$ cat src/rtl/atfc_pkg.sv
/*
 * Constants for the task-file command core: register offsets, bit
 * positions, command opcodes, diagnostic codes and the last word index of the sector buffer.
 * Assumes the importing module decodes the 4-bit task-file address.
 */
package atfc_pkg;
    // task-file register offsets
    localparam logic [3:0] OFS_DATA = 4'h0;
    localparam logic [3:0] OFS_ERROR = 4'h1;
    localparam logic [3:0] OFS_SECT_CNT = 4'h2;
    localparam logic [3:0] OFS_SECT_NUM = 4'h3;
    localparam logic [3:0] OFS_CYL_LO = 4'h4;
    localparam logic [3:0] OFS_CYL_HI = 4'h5;
    localparam logic [3:0] OFS_DRIVE_HEAD = 4'h6;
    localparam logic [3:0] OFS_STATUS = 4'h7;
    localparam logic [3:0] OFS_ALT_STATUS = 4'hE;
    localparam logic [3:0] OFS_ECHO = 4'hF;
    // drive/head select fields
    localparam int DH_MODE_BIT = 6;
    localparam int DH_UNIT_BIT = 4;
    localparam logic [7:0] DH_FIXED_ONES = 8'hA0;
    // status bit positions
    localparam int ST_BUSY = 7;
    localparam int ST_READY = 6;
    localparam int ST_WFAULT = 5;
    localparam int ST_SEEK = 4;
    localparam int ST_XFER = 3;
    localparam int ST_CORRECTED_FLAG = 2;
    localparam int ST_ERR = 0;
    // host control fields
    localparam int HC_SRST = 2;
    localparam int HC_MASK = 1;
    // opcodes
    localparam logic [7:0] CMD_POWER_A = 8'h98;
    localparam logic [7:0] CMD_POWER_B = 8'hE5;
    localparam logic [7:0] CMD_DIAG = 8'h90;
    localparam logic [7:0] CMD_ERASE = 8'hC0;
    localparam logic [7:0] CMD_FORMAT = 8'h50;
    localparam logic [7:0] CMD_IDENT = 8'hEC;
    // results
    localparam logic [7:0] DIAG_OK = 8'h01;
    localparam logic [7:0] DIAG_SLAVE = 8'h80;
    localparam logic [7:0] PWR_SLEEP = 8'h00;
    localparam logic [7:0] PWR_IDLE = 8'hFF;
    localparam logic [7:0] ERR_ABORT = 8'h04;
    // index of the last word in one 256-word sector buffer
    localparam logic [7:0] SECTOR_WORDS = 8'hFF;
    localparam int ERASE_CYCLES = 4;
endpackage : atfc_pkg

$ cat src/rtl/atfc_buf_if.sv
/*
 * Valid/ready word channel joining the core to its two-entry buffer.
 * Assumes both ends share one clock.
 */
`timescale 1ns/1ps
interface atfc_buf_if #(parameter int W = 16);
    logic in_valid;
    logic in_ready;
    logic [W-1:0] in_data;
    logic out_valid;
    logic out_ready;
    logic [W-1:0] out_data;
    modport buffer (input in_valid, in_data, out_ready,
                    output in_ready, out_valid, out_data);
    modport user (output in_valid, in_data, out_ready,
                  input in_ready, out_valid, out_data);
endinterface : atfc_buf_if

$ cat src/rtl/atfc_core.sv
/*
 * Task-file register set and command sequencer of a flash card on an
 * ATA style host port. Host accesses are single-cycle strobes on clk_i.
 * Assumes the host port is already synchronised and decoded to a 4-bit
 * register offset; the flash back end is outside this block.
 */
`timescale 1ns/1ps
module atfc_core
    import atfc_pkg::*;
(
    input wire logic clk_i,
    input wire logic reset_n_i,
    input wire logic rd_i,
    input wire logic wr_i,
    input wire logic [3:0] addr_i,
    input wire logic [15:0] wdata_i,
    input wire logic true_ide_i,
    input wire logic unit_id_i,
    input wire logic sleep_i,
    input wire logic slave_fail_i,
    input wire logic write_fault_i,
    input wire logic corrected_i,
    input wire logic media_ready_i,
    input wire logic dma_mode_i,
    output logic [15:0] rdata_o,
    output logic intrq_o,
    output logic dma_request_line_o,
    output logic config_int_o,
    output logic write_gate_n_o
);
    typedef enum logic [4:0] {
        S_IDLE = 5'b00001,
        S_EXEC = 5'b00010,
        S_RDATA = 5'b00100,
        S_WDATA = 5'b01000,
        S_ERASE = 5'b10000
    } atfc_state_e;

    atfc_state_e state_q;
    logic [7:0] drive_head_q;
    logic [7:0] sect_cnt_q;
    logic [7:0] sect_num_q;
    logic [7:0] cyl_lo_q;
    logic [7:0] cyl_hi_q;
    logic [7:0] error_q;
    logic [7:0] cmd_q;
    logic [7:0] host_control_q;
    logic busy_flag_q;
    logic ready_q;
    logic write_fault_flag_q;
    logic transfer_request_flag_q;
    logic corrected_flag_q;
    logic err_q;
    logic irq_pend_q;
    logic [7:0] word_q;
    logic [2:0] wait_q;
    logic [7:0] rom_addr;
    logic [15:0] rom_data;
    logic soft_reset_bit;
    logic irq_mask_n;
    logic cmd_wr;
    logic data_rd;
    logic data_wr;
    logic is_me;
    logic [7:0] task_status;
    logic [7:0] select_echo;
    logic status_rd;
    logic [7:0] rd_mux;

    atfc_buf_if #(.W(16)) rbuf ();

    assign soft_reset_bit = host_control_q[HC_SRST];
    assign irq_mask_n = host_control_q[HC_MASK];
    // commands refused while busy
    assign cmd_wr = wr_i && addr_i == OFS_STATUS && !busy_flag_q;
    assign data_rd = rd_i && addr_i == OFS_DATA;
    assign data_wr = wr_i && addr_i == OFS_DATA;
    assign status_rd = rd_i && addr_i == OFS_STATUS;
    // addressed unit only; true-IDE mode accepts any command for every unit
    assign is_me = (drive_head_q[DH_UNIT_BIT] == unit_id_i);

    // status image; bit 1 always zero
    assign task_status = {busy_flag_q, ready_q, write_fault_flag_q,
                          ready_q, transfer_request_flag_q,
                          corrected_flag_q, 1'b0, err_q};
    // echo: inverted head, write gate, unit actives
    assign select_echo = {1'b0, write_gate_n_o, ~drive_head_q[3:0],
                          ~(is_me && drive_head_q[DH_UNIT_BIT]),
                          ~(is_me && !drive_head_q[DH_UNIT_BIT])};

    // identify block words; a stalled push re-reads the pending word
    assign rom_addr = (state_q == S_RDATA && !rbuf.in_ready) ?
                      word_q - 8'h01 : word_q;
    atfc_id_rom u_rom (
        .clk_i(clk_i),
        .addr_i(rom_addr),
        .data_o(rom_data)
    );

    // read buffer stalls the sequencer when the host lags
    assign rbuf.in_valid = (state_q == S_RDATA) && !soft_reset_bit;
    assign rbuf.in_data = rom_data;
    assign rbuf.out_ready = data_rd;
    atfc_skid_buf #(.W(16)) u_buf (
        .clk_i(clk_i),
        .reset_n_i(reset_n_i),
        .bus(rbuf)
    );

    // read mux
    always_comb
    begin
        unique case (addr_i)
            OFS_DATA: rd_mux = 8'h00;
            OFS_ERROR: rd_mux = error_q;
            OFS_SECT_CNT: rd_mux = sect_cnt_q;
            OFS_SECT_NUM: rd_mux = sect_num_q;
            OFS_CYL_LO: rd_mux = cyl_lo_q;
            OFS_CYL_HI: rd_mux = cyl_hi_q;
            OFS_DRIVE_HEAD: rd_mux = drive_head_q | DH_FIXED_ONES;
            OFS_STATUS: rd_mux = task_status;
            OFS_ALT_STATUS: rd_mux = task_status;
            OFS_ECHO: rd_mux = select_echo;
            default: rd_mux = 8'h00;
        endcase
    end

    // registered read data
    always_ff @(posedge clk_i)
    begin
        if (!reset_n_i)
        begin
            rdata_o <= 16'h0000;
        end
        else if (data_rd)
        begin
            rdata_o <= rbuf.out_valid ? rbuf.out_data : 16'h0000;
        end
        else if (rd_i)
        begin
            rdata_o <= {8'h00, rd_mux};
        end
    end

    // host control accepted even while busy; spare bits dropped
    always_ff @(posedge clk_i)
    begin
        if (!reset_n_i)
        begin
            host_control_q <= 8'h00;
        end
        else if (wr_i && addr_i == OFS_ALT_STATUS)
        begin
            host_control_q <= wdata_i[7:0] & 8'h06;
        end
    end

    // parameter registers; mode, unit and head nibble in drive/head
    always_ff @(posedge clk_i)
    begin
        if (!reset_n_i || soft_reset_bit)
        begin
            drive_head_q <= 8'h00;
            sect_num_q <= 8'h01;
            cyl_lo_q <= 8'h00;
            cyl_hi_q <= 8'h00;
        end
        else if (wr_i && !busy_flag_q)
        begin
            unique case (addr_i)
                OFS_SECT_NUM: sect_num_q <= wdata_i[7:0];
                OFS_CYL_LO: cyl_lo_q <= wdata_i[7:0];
                OFS_CYL_HI: cyl_hi_q <= wdata_i[7:0];
                OFS_DRIVE_HEAD: drive_head_q <= wdata_i[7:0];
                default: ;
            endcase
        end
    end

    // command sequencer
    always_ff @(posedge clk_i)
    begin
        if (!reset_n_i || soft_reset_bit)
        begin
            state_q <= S_IDLE;
            cmd_q <= 8'h00;
            busy_flag_q <= 1'b0;
            ready_q <= 1'b0;
            transfer_request_flag_q <= 1'b0;
            word_q <= 8'h00;
            wait_q <= 3'd0;
            sect_cnt_q <= 8'h01;
            error_q <= DIAG_OK;
            err_q <= 1'b0;
        end
        else
        begin
            if (!busy_flag_q && !ready_q)
            begin
                ready_q <= media_ready_i;
            end
            if (wr_i && addr_i == OFS_SECT_CNT && !busy_flag_q)
            begin
                sect_cnt_q <= wdata_i[7:0];
            end
            unique case (state_q)
                S_IDLE:
                begin
                    if (cmd_wr && (is_me || true_ide_i))
                    begin
                        cmd_q <= wdata_i[7:0];
                        busy_flag_q <= 1'b1;
                        err_q <= 1'b0;
                        error_q <= 8'h00;
                        word_q <= 8'h00;
                        state_q <= S_EXEC;
                    end
                end
                S_EXEC:
                begin
                    if (cmd_q == CMD_POWER_A || cmd_q == CMD_POWER_B)
                    begin
                        sect_cnt_q <= sleep_i ? PWR_SLEEP : PWR_IDLE;
                        busy_flag_q <= 1'b0;
                        state_q <= S_IDLE;
                    end
                    else if (cmd_q == CMD_DIAG)
                    begin
                        error_q <= (true_ide_i && slave_fail_i) ?
                                   DIAG_SLAVE : DIAG_OK;
                        busy_flag_q <= 1'b0;
                        state_q <= S_IDLE;
                    end
                    else if (cmd_q == CMD_ERASE)
                    begin
                        wait_q <= 3'(ERASE_CYCLES);
                        state_q <= S_ERASE;
                    end
                    else if (cmd_q == CMD_FORMAT)
                    begin
                        busy_flag_q <= 1'b0;
                        transfer_request_flag_q <= 1'b1;
                        state_q <= S_WDATA;
                    end
                    else if (cmd_q == CMD_IDENT)
                    begin
                        word_q <= 8'h01; // word 0 requested this cycle
                        state_q <= S_RDATA;
                    end
                    else
                    begin
                        error_q <= ERR_ABORT;
                        err_q <= 1'b1;
                        busy_flag_q <= 1'b0;
                        state_q <= S_IDLE;
                    end
                end
                S_RDATA:
                begin
                    if (rbuf.in_ready)
                    begin
                        busy_flag_q <= 1'b0;
                        transfer_request_flag_q <= 1'b1;
                        word_q <= word_q + 8'h01;
                        if (word_q == 8'h00)
                        begin
                            state_q <= S_IDLE;
                        end
                    end
                end
                S_WDATA:
                begin
                    if (data_wr)
                    begin
                        word_q <= word_q + 8'h01; // data discarded
                        if (word_q == SECTOR_WORDS)
                        begin
                            transfer_request_flag_q <= 1'b0;
                            sect_cnt_q <= 8'h00;
                            state_q <= S_IDLE;
                        end
                    end
                end
                S_ERASE:
                begin
                    wait_q <= wait_q - 3'd1;
                    if (wait_q == 3'd1)
                    begin
                        sect_cnt_q <= sect_cnt_q - 8'h01; // 0 wraps: 256
                        wait_q <= 3'(ERASE_CYCLES);
                        if (sect_cnt_q == 8'h01 || write_fault_i)
                        begin
                            busy_flag_q <= 1'b0;
                            err_q <= write_fault_i;
                            state_q <= S_IDLE;
                        end
                    end
                end
                default: state_q <= S_IDLE;
            endcase
            if (state_q == S_IDLE && transfer_request_flag_q &&
                !rbuf.out_valid)
            begin
                transfer_request_flag_q <= 1'b0;
            end
        end
    end

    // fault and correction flags latch per command; set beats the clear
    always_ff @(posedge clk_i)
    begin
        if (!reset_n_i || soft_reset_bit)
        begin
            write_fault_flag_q <= 1'b0;
            corrected_flag_q <= 1'b0;
        end
        else
        begin
            if (write_fault_i && busy_flag_q)
            begin
                write_fault_flag_q <= 1'b1;
            end
            else if (cmd_wr)
            begin
                write_fault_flag_q <= 1'b0;
            end
            if (corrected_i)
            begin
                corrected_flag_q <= 1'b1;
            end
            else if (cmd_wr)
            begin
                corrected_flag_q <= 1'b0;
            end
        end
    end

    // interrupt pending: completion or first identify word push sets, status read clears; set wins
    always_ff @(posedge clk_i)
    begin
        if (!reset_n_i || soft_reset_bit)
        begin
            irq_pend_q <= 1'b0;
        end
        else if ((state_q == S_WDATA && data_wr &&
                  word_q == SECTOR_WORDS) ||
                 (state_q == S_EXEC && cmd_q != CMD_ERASE &&
                  cmd_q != CMD_IDENT && cmd_q != CMD_FORMAT) ||
                 (state_q == S_ERASE && wait_q == 3'd1 &&
                  (sect_cnt_q == 8'h01 || write_fault_i)) ||
                 (state_q == S_RDATA && busy_flag_q && rbuf.in_ready))
        begin
            irq_pend_q <= 1'b1;
        end
        else if (status_rd)
        begin
            irq_pend_q <= 1'b0;
        end
    end

    // registered outputs
    always_ff @(posedge clk_i)
    begin
        if (!reset_n_i)
        begin
            intrq_o <= 1'b0;
            config_int_o <= 1'b0;
            dma_request_line_o <= 1'b0;
            write_gate_n_o <= 1'b1;
        end
        else
        begin
            intrq_o <= irq_pend_q && !irq_mask_n;
            config_int_o <= irq_pend_q && !irq_mask_n;
            dma_request_line_o <= dma_mode_i &&
                (busy_flag_q || transfer_request_flag_q);
            write_gate_n_o <= !(state_q == S_WDATA ||
                                state_q == S_ERASE);
        end
    end

    chk_dma_gated: assert property (@(posedge clk_i) disable iff (!reset_n_i)
        dma_request_line_o |-> $past(busy_flag_q || transfer_request_flag_q))
        else $error("dma request without busy or request");
    chk_drive_ones: assert property (@(posedge clk_i) disable iff (!reset_n_i)
        rd_i && addr_i == OFS_DRIVE_HEAD |=> rdata_o[7] && rdata_o[5])
        else $error("drive/head fixed bits not set");
    chk_status_zero: assert property (@(posedge clk_i)
        disable iff (!reset_n_i)
        rd_i && addr_i == OFS_STATUS |=> !rdata_o[1])
        else $error("status bit 1 not zero");
    chk_mask_irq: assert property (@(posedge clk_i) disable iff (!reset_n_i)
        $past(irq_mask_n) |-> !intrq_o)
        else $error("interrupt while masked");
    chk_power_code: assert property (@(posedge clk_i)
        disable iff (!reset_n_i || soft_reset_bit)
        state_q == S_EXEC && cmd_q == CMD_POWER_A |=>
        sect_cnt_q == ($past(sleep_i) ? PWR_SLEEP : PWR_IDLE) && !busy_flag_q)
        else $error("power check result wrong");
    chk_diag_code: assert property (@(posedge clk_i)
        disable iff (!reset_n_i || soft_reset_bit)
        state_q == S_EXEC && cmd_q == CMD_DIAG && !true_ide_i |=>
        error_q == DIAG_OK)
        else $error("diagnostic code wrong");
    chk_soft_reset: assert property (@(posedge clk_i)
        disable iff (!reset_n_i)
        soft_reset_bit |=> !busy_flag_q && !ready_q)
        else $error("soft reset not held");
    chk_echo_head: assert property (@(posedge clk_i) disable iff (!reset_n_i)
        rd_i && addr_i == OFS_ECHO |=>
        rdata_o[5:2] == ~$past(drive_head_q[3:0]))
        else $error("echo head bits wrong");
    chk_alt_keeps: assert property (@(posedge clk_i)
        disable iff (!reset_n_i)
        irq_pend_q && rd_i && addr_i == OFS_ALT_STATUS && !soft_reset_bit
        |=> irq_pend_q)
        else $error("alternate status cleared interrupt");
endmodule : atfc_core

$ cat src/rtl/atfc_skid_buf.sv
/*
 * Two-entry word buffer with valid and ready on both sides.
 * Assumes synchronous active-low reset on the shared clock.
 */
`timescale 1ns/1ps
module atfc_skid_buf
    import atfc_pkg::*;
#(
    parameter int W = 16
)(
    input wire logic clk_i,
    input wire logic reset_n_i,
    atfc_buf_if.buffer bus
);
    logic [W-1:0] mem_q [2];
    logic wr_ptr_q;
    logic rd_ptr_q;
    logic [1:0] count_q;
    logic push;
    logic pop;

    // handshakes on each side
    assign bus.in_ready = (count_q != 2'd2);
    assign bus.out_valid = (count_q != 2'd0);
    assign bus.out_data = mem_q[rd_ptr_q];
    assign push = bus.in_valid && bus.in_ready;
    assign pop = bus.out_valid && bus.out_ready;

    // storage
    always_ff @(posedge clk_i)
    begin
        if (push)
        begin
            mem_q[wr_ptr_q] <= bus.in_data;
        end
    end

    // pointers and fill level
    always_ff @(posedge clk_i)
    begin
        if (!reset_n_i)
        begin
            wr_ptr_q <= 1'b0;
            rd_ptr_q <= 1'b0;
            count_q <= 2'd0;
        end
        else
        begin
            if (push)
            begin
                wr_ptr_q <= ~wr_ptr_q;
            end
            if (pop)
            begin
                rd_ptr_q <= ~rd_ptr_q;
            end
            count_q <= count_q + {1'b0, push} - {1'b0, pop};
        end
    end
endmodule : atfc_skid_buf

$ cat src/rtl/atfc_id_rom.sv
/*
 * Identify-device parameter block, 256 words, registered read port.
 * Assumes a word index presented one cycle before the data is used.
 */
`timescale 1ns/1ps
module atfc_id_rom
    import atfc_pkg::*;
#(
    parameter logic [15:0] CYLS = 16'h03E8,
    parameter logic [15:0] HEADS = 16'h0010,
    parameter logic [15:0] SPT = 16'h003F
)(
    input wire logic clk_i,
    input wire logic [7:0] addr_i,
    output logic [15:0] data_o
);
    logic [15:0] word;
    logic [31:0] cap;

    assign cap = 32'(CYLS) * 32'(HEADS) * 32'(SPT);

    // reserved words are zero
    always_comb
    begin
        unique case (addr_i)
            8'd0: word = 16'h045A;
            8'd1: word = CYLS;
            8'd3: word = HEADS;
            8'd6: word = SPT;
            8'd7: word = cap[31:16];
            8'd8: word = cap[15:0];
            8'd49: word = 16'h0F00;
            8'd54: word = CYLS;
            8'd55: word = HEADS;
            8'd56: word = SPT;
            8'd57: word = cap[15:0];
            8'd58: word = cap[31:16];
            8'd60: word = cap[15:0];
            8'd61: word = cap[31:16];
            default: word = 16'h0000;
        endcase
    end

    // registered read
    always_ff @(posedge clk_i)
    begin
        data_o <= word;
    end
endmodule : atfc_id_rom

$ cat config.mk
export PLATFORM = sky130hd
export DESIGN_NAME = atfc_core
export DESIGN_NICKNAME = d
export VERILOG_FILES = /design/src/rtl/atfc_pkg.sv /design/src/rtl/atfc_buf_if.sv /design/src/rtl/atfc_core.sv /design/src/rtl/atfc_skid_buf.sv /design/src/rtl/atfc_id_rom.sv
export SDC_FILE = /design/constraint.sdc
export NUM_CORES = 1
export LEC_CHECK = 0
export BUFFER_PORTS_ARGS = -buffer_cell sky130_fd_sc_hd__buf_2
export CAP_MARGIN = 5
export CORE_UTILIZATION = 50
export DETAILED_ROUTE_END_ITERATION = 8
export PLACE_DENSITY = 0.74
export SETUP_SLACK_MARGIN = 0.4
export SYNTH_ARGS = -nofsm -noshare
export SYNTH_HDL_FRONTEND = slang
export SYNTH_SLANG_ARGS = --single-unit
export TNS_END_PERCENT = 5
$ cat constraint.sdc
create_clock -name clk_i -period 3.7 [get_ports clk_i]
set_clock_uncertainty 0.05 [all_clocks]
set_input_delay 1.11 -clock clk_i [delete_from_list [all_inputs] [get_ports clk_i]]
set_output_delay 1.11 -clock clk_i [all_outputs]
set_load 0.05 [all_outputs]
---- Yosys cells after proc, flatten, opt, wreduce, memory -nomap -nowiden ----
Memories as Yosys holds them, arrays and structs flattened. A register that Yosys moved wholly into a read port is not among the register bits.
Index checks and enable logic that the tools add are counted.
storage, ports and cells
  flip-flop bits (word level) ............. 119
  ROM bits ................................ 896
  logic and storage cells ................. 248
  RAM bits ................................ 32
  input port bits ......................... 32
  output and inout bits ................... 20
  memories kept ........................... 2
cells by class
  bitwise operators ....................... 5
  muxes and demuxes ....................... 82
  reduce and logical (&&, ||, !) cells .... 79
  equality and inequality tests ........... 48
  add/subtract/negate cells ............... 6
memories
  name              words  width  read ports  clocked after Yosys merged registers in  write ports  line                 source
  (name not given)  64     14     1           1                                        0            atfc_id_rom.sv:25    unique case (addr_i)
  u_buf.mem_q       2      16     1           1                                        1            atfc_skid_buf.sv:15  logic [W-1:0] mem_q [2];
operators by type and width
  kind                                                                number
  8-bit two-way mux                                                   21
  8-bit one-hot mux with 8 select lines                               1
  5-bit two-way mux                                                   10
  8-bit == test, second input constant                                6
  16-bit two-way mux                                                  3
  1-bit two-way mux                                                   33
  1-bit logical AND                                                   32
  8-bit one-hot mux with 4 select lines                               1
  2-bit inequality test, second input constant                        15
  5-bit one-hot mux with 5 select lines                               1
  8-bit one-hot mux with 3 select lines                               1
  9-bit AND reduction                                                 2
  4-bit by 3-bit == test with 1-bit output, second input constant     4
  8-bit inequality test, second input constant                        2
  8-bit one-hot mux with 2 select lines                               1
  8-bit by 1-bit subtractor with 8-bit output, second input constant  2
  3-bit two-way mux                                                   5
  7-bit AND reduction                                                 2
  2-bit nonzero test                                                  7
  1-bit zero test                                                     10
  2-bit AND reduction                                                 5
  1-bit logical OR                                                    9
  3-bit inequality test, second input constant                        3
  8-bit by 1-bit adder with 8-bit output, second input constant       1
  other kinds (34)                                                    43

---- Depth between registers and ports, before layout ----
Gate-level depths: netlist of the first run.
  depth after elaboration ................. 8
  gate-level depth with buffers ........... 11
  gate-level depth less buffers ........... 9

---- Cells and area by module ----
Synthesis of the first run repeated with hierarchy kept, for this count alone.
unflattened totals
  cell total of the unflattened synthesis .. 757
  area total of the unflattened synthesis .. 7228.2 um2
by module, submodules not included
  module         cells an instance  area an instance (um2)  seq. area each (um2)  times used
  atfc_core      606                5097.4                  1861.8                1
  atfc_skid_buf  74                 1445.1                  1061.0                1
  atfc_id_rom    77                 685.7                   240.2                 1

---- Least setup slack after synthesis of the first run ----
Ideal clock, no wire load.
  path type ............................... input to register
  from .................................... input addr_i[3]
  to ...................................... register word_q[4]
  arrival time ............................ 2732 ps
  library setup time ...................... 71 ps
  cell stages on the path ................. 7
  path buffers ............................ 2
  slack ................................... 847 ps
  data required time ...................... 3579 ps
  cell sequence ........................... buf_2 > nor4_1 > a211oi_1 > a2111o_1 > buf_6 > or3_1 > a21oi_1
between the ends
  cells in the longest elaborated chain, start to end .. 6
  elaborated cells between the ends (all ways) .. 9
  those cells by class .................... eq/ne (3); reduce/logical (6)
ends and longest elaborated chain
  element                                   line              source
  start, declared                           atfc_core.sv:15   input wire logic [3:0] addr_i,
  4-bit by 3-bit == test with 1-bit output  atfc_core.sv:75   assign cmd_wr = wr_i && addr_i == OFS_STATUS && !busy_flag_q;
  1-bit logical AND (2 in a row)            atfc_core.sv:75
  1-bit logical AND                         atfc_core.sv:209  if (cmd_wr && (is_me || true_ide_i))
  2-bit inequality test (no line)           --
  9-bit AND reduction (no line) *           --
  end signal, assigned                      atfc_core.sv:264  word_q <= word_q + 8'h01;
  end signal, assigned                      atfc_core.sv:275  word_q <= word_q + 8'h01;
  end, declared                             atfc_core.sv:55   logic [7:0] word_q;
Mark *: on every way between the ends. The rest lies on a longest branch, timed or not.
A chain may end at the register's enable or synchronous reset.

---- Final worst setup path of the first run ----
  from .................................... input addr_i[3]
  to ...................................... register word_q[0]
The elaborated chain is that of the path after synthesis.

==> impl_metrics.tcl, run 1 <==
set metrics [dict create \
    outcome "finished clean" \
    synth_adder_area_share_pct 1.82 \
    cp-start-kind "input pin" \
    rsz0062_at_grt "false" \
    p_clk_share_pct 46.0 \
    port_buffers 41 \
    period_needed_ps 2800 \
    drv_slew 0 \
    p_leak_nw 3.11 \
    critical_path_required_ps 3930 \
    period_share_pct 75.6 \
    cp_max_fo 20 \
    synth_area_mm2 0.00686 \
    ios 52 \
    synth_top_family_by_area "simple AND/OR/NAND/NOR gates" \
    ys.flop_type "dfxtp_1" \
    die_w_um 119 \
    yosys_warnings 0 \
    die_height_um 119 \
    synth-simple-area-share_pct 21.4 \
    gp_congestion 0.920 \
    coreArea_mm2 0.0133 \
    syn_to_final_growth_pct 12.4 \
    path_clk_slew_ps 60 \
    fmax_mhz 357 \
    end_kind "flop" \
    grt_pass1_vias 5604 \
    via_per_inst 6.11 \
    drt_iter0_drc 713 \
    hold_buffers 0 \
    grt_antenna_before_repair 0 \
    grtUsageTotal_pct 25.8 \
    cts_buffers 17 \
    cp_top_family "compound AO/OA/AOI/OAI gates" \
    synth_seq_cells 131 \
    fin_tns_setup_ps 0 \
    routed_wl_mm 17.4 \
    remaining_drc_errors 0 \
    clock_sinks 131 \
    setup_viol 0 \
    clockRootBuffer "clkbuf_16" \
    layout-drive-gt1-share_pct 13.3 \
    vdd.ir_drop.worst_v 0.000317 \
    ys_seq_area_share_pct 41.7 \
    fin_area_mm2 0.00771 \
    synth_edf_count 24 \
    rows 42 \
    synth_compound_area_share_pct 17.5 \
    yosysUniqueCellTypes 70 \
    power_frac_comb_pct 10.1 \
    cts_buffer_depth 2 \
    path_cells "buf_2 -> and4b_1 -> a311oi_1 -> a2111o_1 -> nor3_1 -> o211ai_1 -> o21ai_0" \
    synth_mux_area_share_pct 9.59 \
    cts_tree "done" \
    maxCapViolCount 0 \
    slew_headroom_pct 47.1 \
    htree_levels 4 \
    synth_xor_area_share_pct 3.06 \
    start_util_pct 51.6 \
    postSynth.asyncResetShare_pct 0 \
    cts_setup_buffers 0 \
    fillers 1154 \
    final_common_cell "dfxtp_1" \
    switching_power_w 0.000930 \
    p_seq_share_pct 43.9 \
    nets 832 \
    grt_max_degree 38 \
    worstSkewPairLatency_ps 420 \
    worst-setup-path-type "in -> reg" \
    cpMaxStageDelayCell "a311oi_1" \
    worst-path-buf-inv 1 \
    cp_slowest_stage_delay_ps 550 \
    grt_pass1_wl_mm 28.6 \
    die_area_mm2 0.0142 \
    min_path_type "reg -> reg" \
    hpwl_mm 12.3 \
    antenna_left 0 \
    power_density_mw_per_mm2 449 \
    intPower_w 0.00253 \
    grt_overflow 0 \
    place_area_mm2 0.00715 \
    worst_slew_pin_slew_ps 793 \
    num_vias 5979 \
    sw_frac_of_total_pct 26.9 \
    arrival_ps 3030 \
    hold_viol 0 \
    drt_pass1_iterations 5 \
    syn_avg_cell_area_um2 8.89 \
    cts_resized 0 \
    synthCells 772 \
    n_antenna_cell 0 \
    final_cell_mix "dfxtp_1, nor2_1, mux2i_1" \
    post_drt_wl_per_cell_um 17.8 \
]
==> path summary, 6_finish.rpt <==
check,slack (ps),from,to,cells past startpoint
worst max-delay path,900,addr_i[3],word_q[0],7
worst min-delay path,380,u_rom.data_o[3],u_buf.mem_q[0][3],0
worst max register to register,1010,word_q[2],u_rom.data_o[7],6
worst min register to register,380,u_rom.data_o[3],u_buf.mem_q[0][3],0
==> metrics by stage <==
| stage | utilization, % | instances | power, W | setup WS, ps | hold slack, ps |
|---|---|---|---|---|---|
| floorplan | - | 773 | 0.00179 | 847 | 354 |
| global placement | 53.8 | 947 | 0.00188 | 601 | 358 |
| detailed placement | 53.8 | 947 | 0.00189 | 558 | 365 |
| CTS | 58.0 | 979 | 0.00347 | 991 | 377 |
| global route | 58.0 | 979 | 0.00357 | 781 | 392 |
| finish | 58.0 | 979 | 0.00346 | 902 | 375 |
==> flip-flops by register name (all words and copies together) (netlist names), 3 cells and up, named ones only <==
name / cells
u_buf.mem_q: 24
rdata_o: 13
u_rom.data_o: 12
cmd_q: 8
cyl_hi_q: 8
cyl_lo_q: 8
sect_cnt_q: 8
sect_num_q: 8
word_q: 8
drive_head_q: 6
state_q: 5
error_q: 3
wait_q: 3
==> Yosys cell counts (9+ instances only) <==
| cell | count | area [um2] |
|---|---|---|
| o21ai_0 | 46 | 230 |
| nand2_1 | 40 | 150 |
| a21oi_1 | 42 | 210 |
| edfxtp_1 | 24 | 721 |
| nor2b_1 | 15 | 93.8 |
| nand3_1 | 16 | 80.1 |
| and2_1 | 17 | 106 |
| o21a_1 | 9 | 67.6 |
| ha_1 | 10 | 125 |
| xnor2_1 | 17 | 149 |
| inv_1 | 24 | 90.1 |
| mux2i_1 | 59 | 591 |
| a31oi_1 | 10 | 62.6 |
| clkbuf_1 | 41 | 154 |
| dfxtp_1 | 107 | 2140 |
| nor2_1 | 89 | 334 |
| nor3_1 | 21 | 105 |
| nand4_1 | 11 | 68.8 |
==> kinds of logic after synthesis <==
| logic type | after synthesis |
|---|---|
| simple gates | 280 |
| mux | 65 |
| buf+inv | 80 |
| fa+ha+maj | 10 |
| compound gates | 181 |
| flops | 131 |
| other cells | 1 |
| xor+xnor | 24 |
==> metal layers <==
layer | track usage, % | part of all wire, %
met1 | 34.2 | 45
met2 | 39.5 | 46
met3 | 5.41 | 6.3
met4 | 13.8 | 3.0
met5 | 0 | 0
==> layout make-up <==
| class | instances | area (um2) | share of cell area (%) |
|---|---|---|---|
| clock buffers | 18 | 429 | 5.56 |
| clock inverters | 14 | 131 | 1.70 |
| inverters | 24 | 90.1 | 1.17 |
| multi-input cells | 562 | 3680 | 47.7 |
| flip-flops and latches | 131 | 2860 | 37.1 |
| well taps | 176 | 220 | 2.85 |
| repair buffers | 54 | 303 | 3.93 |
==> power by group through the flow <==
stage	Combinational (W)	Sequential, W	Clock [W]
2_1_floorplan	0.000251	0.00154	0
3_3_place_gp	0.000335	0.00155	0
3_5_place_dp	0.000342	0.00155	0
4_1_cts	0.000344	0.00152	0.00160
5_1_grt	0.000379	0.00152	0.00167
6_report	0.000350	0.00152	0.00159
No activity file was read; power rests on OpenSTA's default activity.
==> run 2, diff against run 1 <==
--- a/config.mk
+++ b/config.mk
@@ -9,7 +9,7 @@
 export CAP_MARGIN = 5
 export CORE_UTILIZATION = 50
 export DETAILED_ROUTE_END_ITERATION = 8
-export PLACE_DENSITY = 0.74
+export PLACE_DENSITY = 0.77
 export SETUP_SLACK_MARGIN = 0.4
 export SYNTH_ARGS = -nofsm -noshare
 export SYNTH_HDL_FRONTEND = slang
==> constraint.sdc (replaced) <==
create_clock -name clk_i -period 2.25 [get_ports clk_i]
set_clock_uncertainty 0.05 [all_clocks]
set_input_delay 0.675 -clock clk_i [delete_from_list [all_inputs] [get_ports clk_i]]
set_output_delay 0.675 -clock clk_i [all_outputs]
set_load 0.05 [all_outputs]
==> impl_metrics.tcl, run 2 (synthesis results as in run 1) <==
set metrics [dict create \
    outcome "finished clean" \
    clockRootBuffer "clkbuf_16" \
    remaining_drc_errors 0 \
    num_vias 6585 \
    cp_slowest_stage_delay_ps 570 \
    worst_slew_pin_slew_ps 747 \
    rsz0062_at_grt "true" \
    power_density_mw_per_mm2 650 \
    final_cell_mix "dfxtp_1, nor2_1, buf_4" \
    grt_pass1_vias 5936 \
    hpwl_mm 13.6 \
    syn_to_final_growth_pct 30.0 \
    period_needed_ps 2220 \
    worstSkewPairLatency_ps 420 \
    cpMaxStageDelayCell "a2111o_1" \
    layout-drive-gt1-share_pct 30.8 \
    regMostFlops "u_buf.mem_q" \
    grtUsageTotal_pct 28.0 \
    fin_cells 1057 \
    min_path_type "reg -> reg" \
    drt_iter0_drc 591 \
    drv_slew 0 \
    cts_buffer_depth 2 \
    maxCapViolCount 0 \
    die_w_um 119 \
    grt_antenna_before_repair 0 \
    reg.largest.list "u_buf.mem_q (24), rdata_o (13), u_rom.data_o (12)" \
    r2r_start "cmd_q[2]" \
    path_clk_slew_ps 60 \
    via_per_inst 6.23 \
    post_drt_wl_per_cell_um 19.2 \
    grt_max_degree 34 \
    htree_levels 4 \
    clock_sinks 131 \
    port_buffers 41 \
    place_ws_ps -258 \
    cp-start-kind "flop" \
    largest_reg_flops 24 \
    hold_viol 0 \
    grt_pass1_wl_mm 30.6 \
    die_area_mm2 0.0142 \
    start_util_pct 51.6 \
    vdd.ir_drop.worst_v 0.000555 \
    rows 42 \
    timing.rr.end "word_q[4]" \
    drt_pass1_iterations 5 \
    cp-startpoint "cmd_q[2]" \
    worstRegToRegCells 5 \
    path_cells "nand4b_1 -> or4_4 -> a2111o_1 -> or3_1 -> a21oi_2" \
    nets 910 \
    cp_max_fo 8 \
    regToRegSetupSlack_ps 30 \
    path_depth 5 \
    worst-path-buf-inv 0 \
    period_share_pct 98.7 \
    utilization_pct 67.1 \
    setup_viol 0 \
    p_leak_nw 3.66 \
    final_common_cell "dfxtp_1" \
    fmax_mhz 451 \
    fillers 972 \
    ios 52 \
    worst-setup-path-type "reg -> reg" \
    placed_cells 1015 \
    arrival_ps 2530 \
    antenna_left 0 \
    die_height_um 119 \
    grt_overflow 0 \
    crit_end "word_q[4]" \
    slew_headroom_pct 48.9 \
    routed_wl_mm 20.3 \
    cts_buffers 17 \
    cp_top_family "simple AND/OR/NAND/NOR gates" \
    cts_tree "done" \
    n_antenna_cell 0 \
    coreArea_mm2 0.0133 \
    gp_congestion 0.895 \
    setup_ws_ps 30.2 \
    end_kind "flop" \
    critical_path_required_ps 2560 \
]
[run 2: worst min-delay path by stage]
stage,to,slack [ps],cells past startpoint,start
after detailed placement,u_buf.mem_q[1][4],370,0,u_rom.data_o[4]
final,u_buf.mem_q[1][4],380,0,u_rom.data_o[4]
after global routing,u_buf.mem_q[1][10],380,0,u_rom.data_o[10]
after global placement,u_buf.mem_q[0][10],360,0,u_rom.data_o[10]
after floorplan,u_buf.mem_q[0][10],350,0,u_rom.data_o[10]
after CTS,u_buf.mem_q[0][4],380,0,u_rom.data_o[4]
[run 2: area by class of cell]
cell class	instances	area, um2	share of cell area (%)
multi-input combinational	562	4210	47.1
sequential	131	2890	32.4
timing repair buffer	132	987	11.1
clock buffer	20	437	4.90
tap	176	220	2.47
inverter	24	92.6	1.04
clock inverter	12	91.3	1.02
[run 2: layer usage]
metal | vias to the layer above | part of all wire (%) | global-route usage [%]
met2 | 338 | 48 | 45.0
met1 | 3192 | 41 | 35.9
met3 | 56 | 7.7 | 7.04
met4 | 0 | 2.9 | 11.2
li1 | 2999 | - | -
met5 | - | 0 | 0
[run 2: power by group]
group | total, W | switching [W] | internal, W | leakage (nW)
Clock | 0.00250 | 0.00101 | 0.00149 | 0.248
Sequential | 0.00248 | 0.0000475 | 0.00243 | 1.03
Combinational | 0.000822 | 0.000476 | 0.000346 | 2.38
[run 2: timing repair]
| action | CTS | global route |
|---|---|---|
| buffers inserted | 7 | 3 |
| endpoints found under the setup margin | 78 | 86 |
| pin swaps | 15 | 46 |
| gates resized for setup | 25 | 108 |
| hold buffers | 0 | 0 |
[run 2: through the flow]
stage	setup TNS, ps	hold WS (ps)	instance area [um2]	power, W
floorplan	0	354	7000	0.00296
global placement	-3360	355	7790	0.00321
detailed placement	-4120	365	7790	0.00324
CTS	0	377	8450	0.00574
global route	-115	383	8920	0.00599
finish	0	375	8920	0.00580
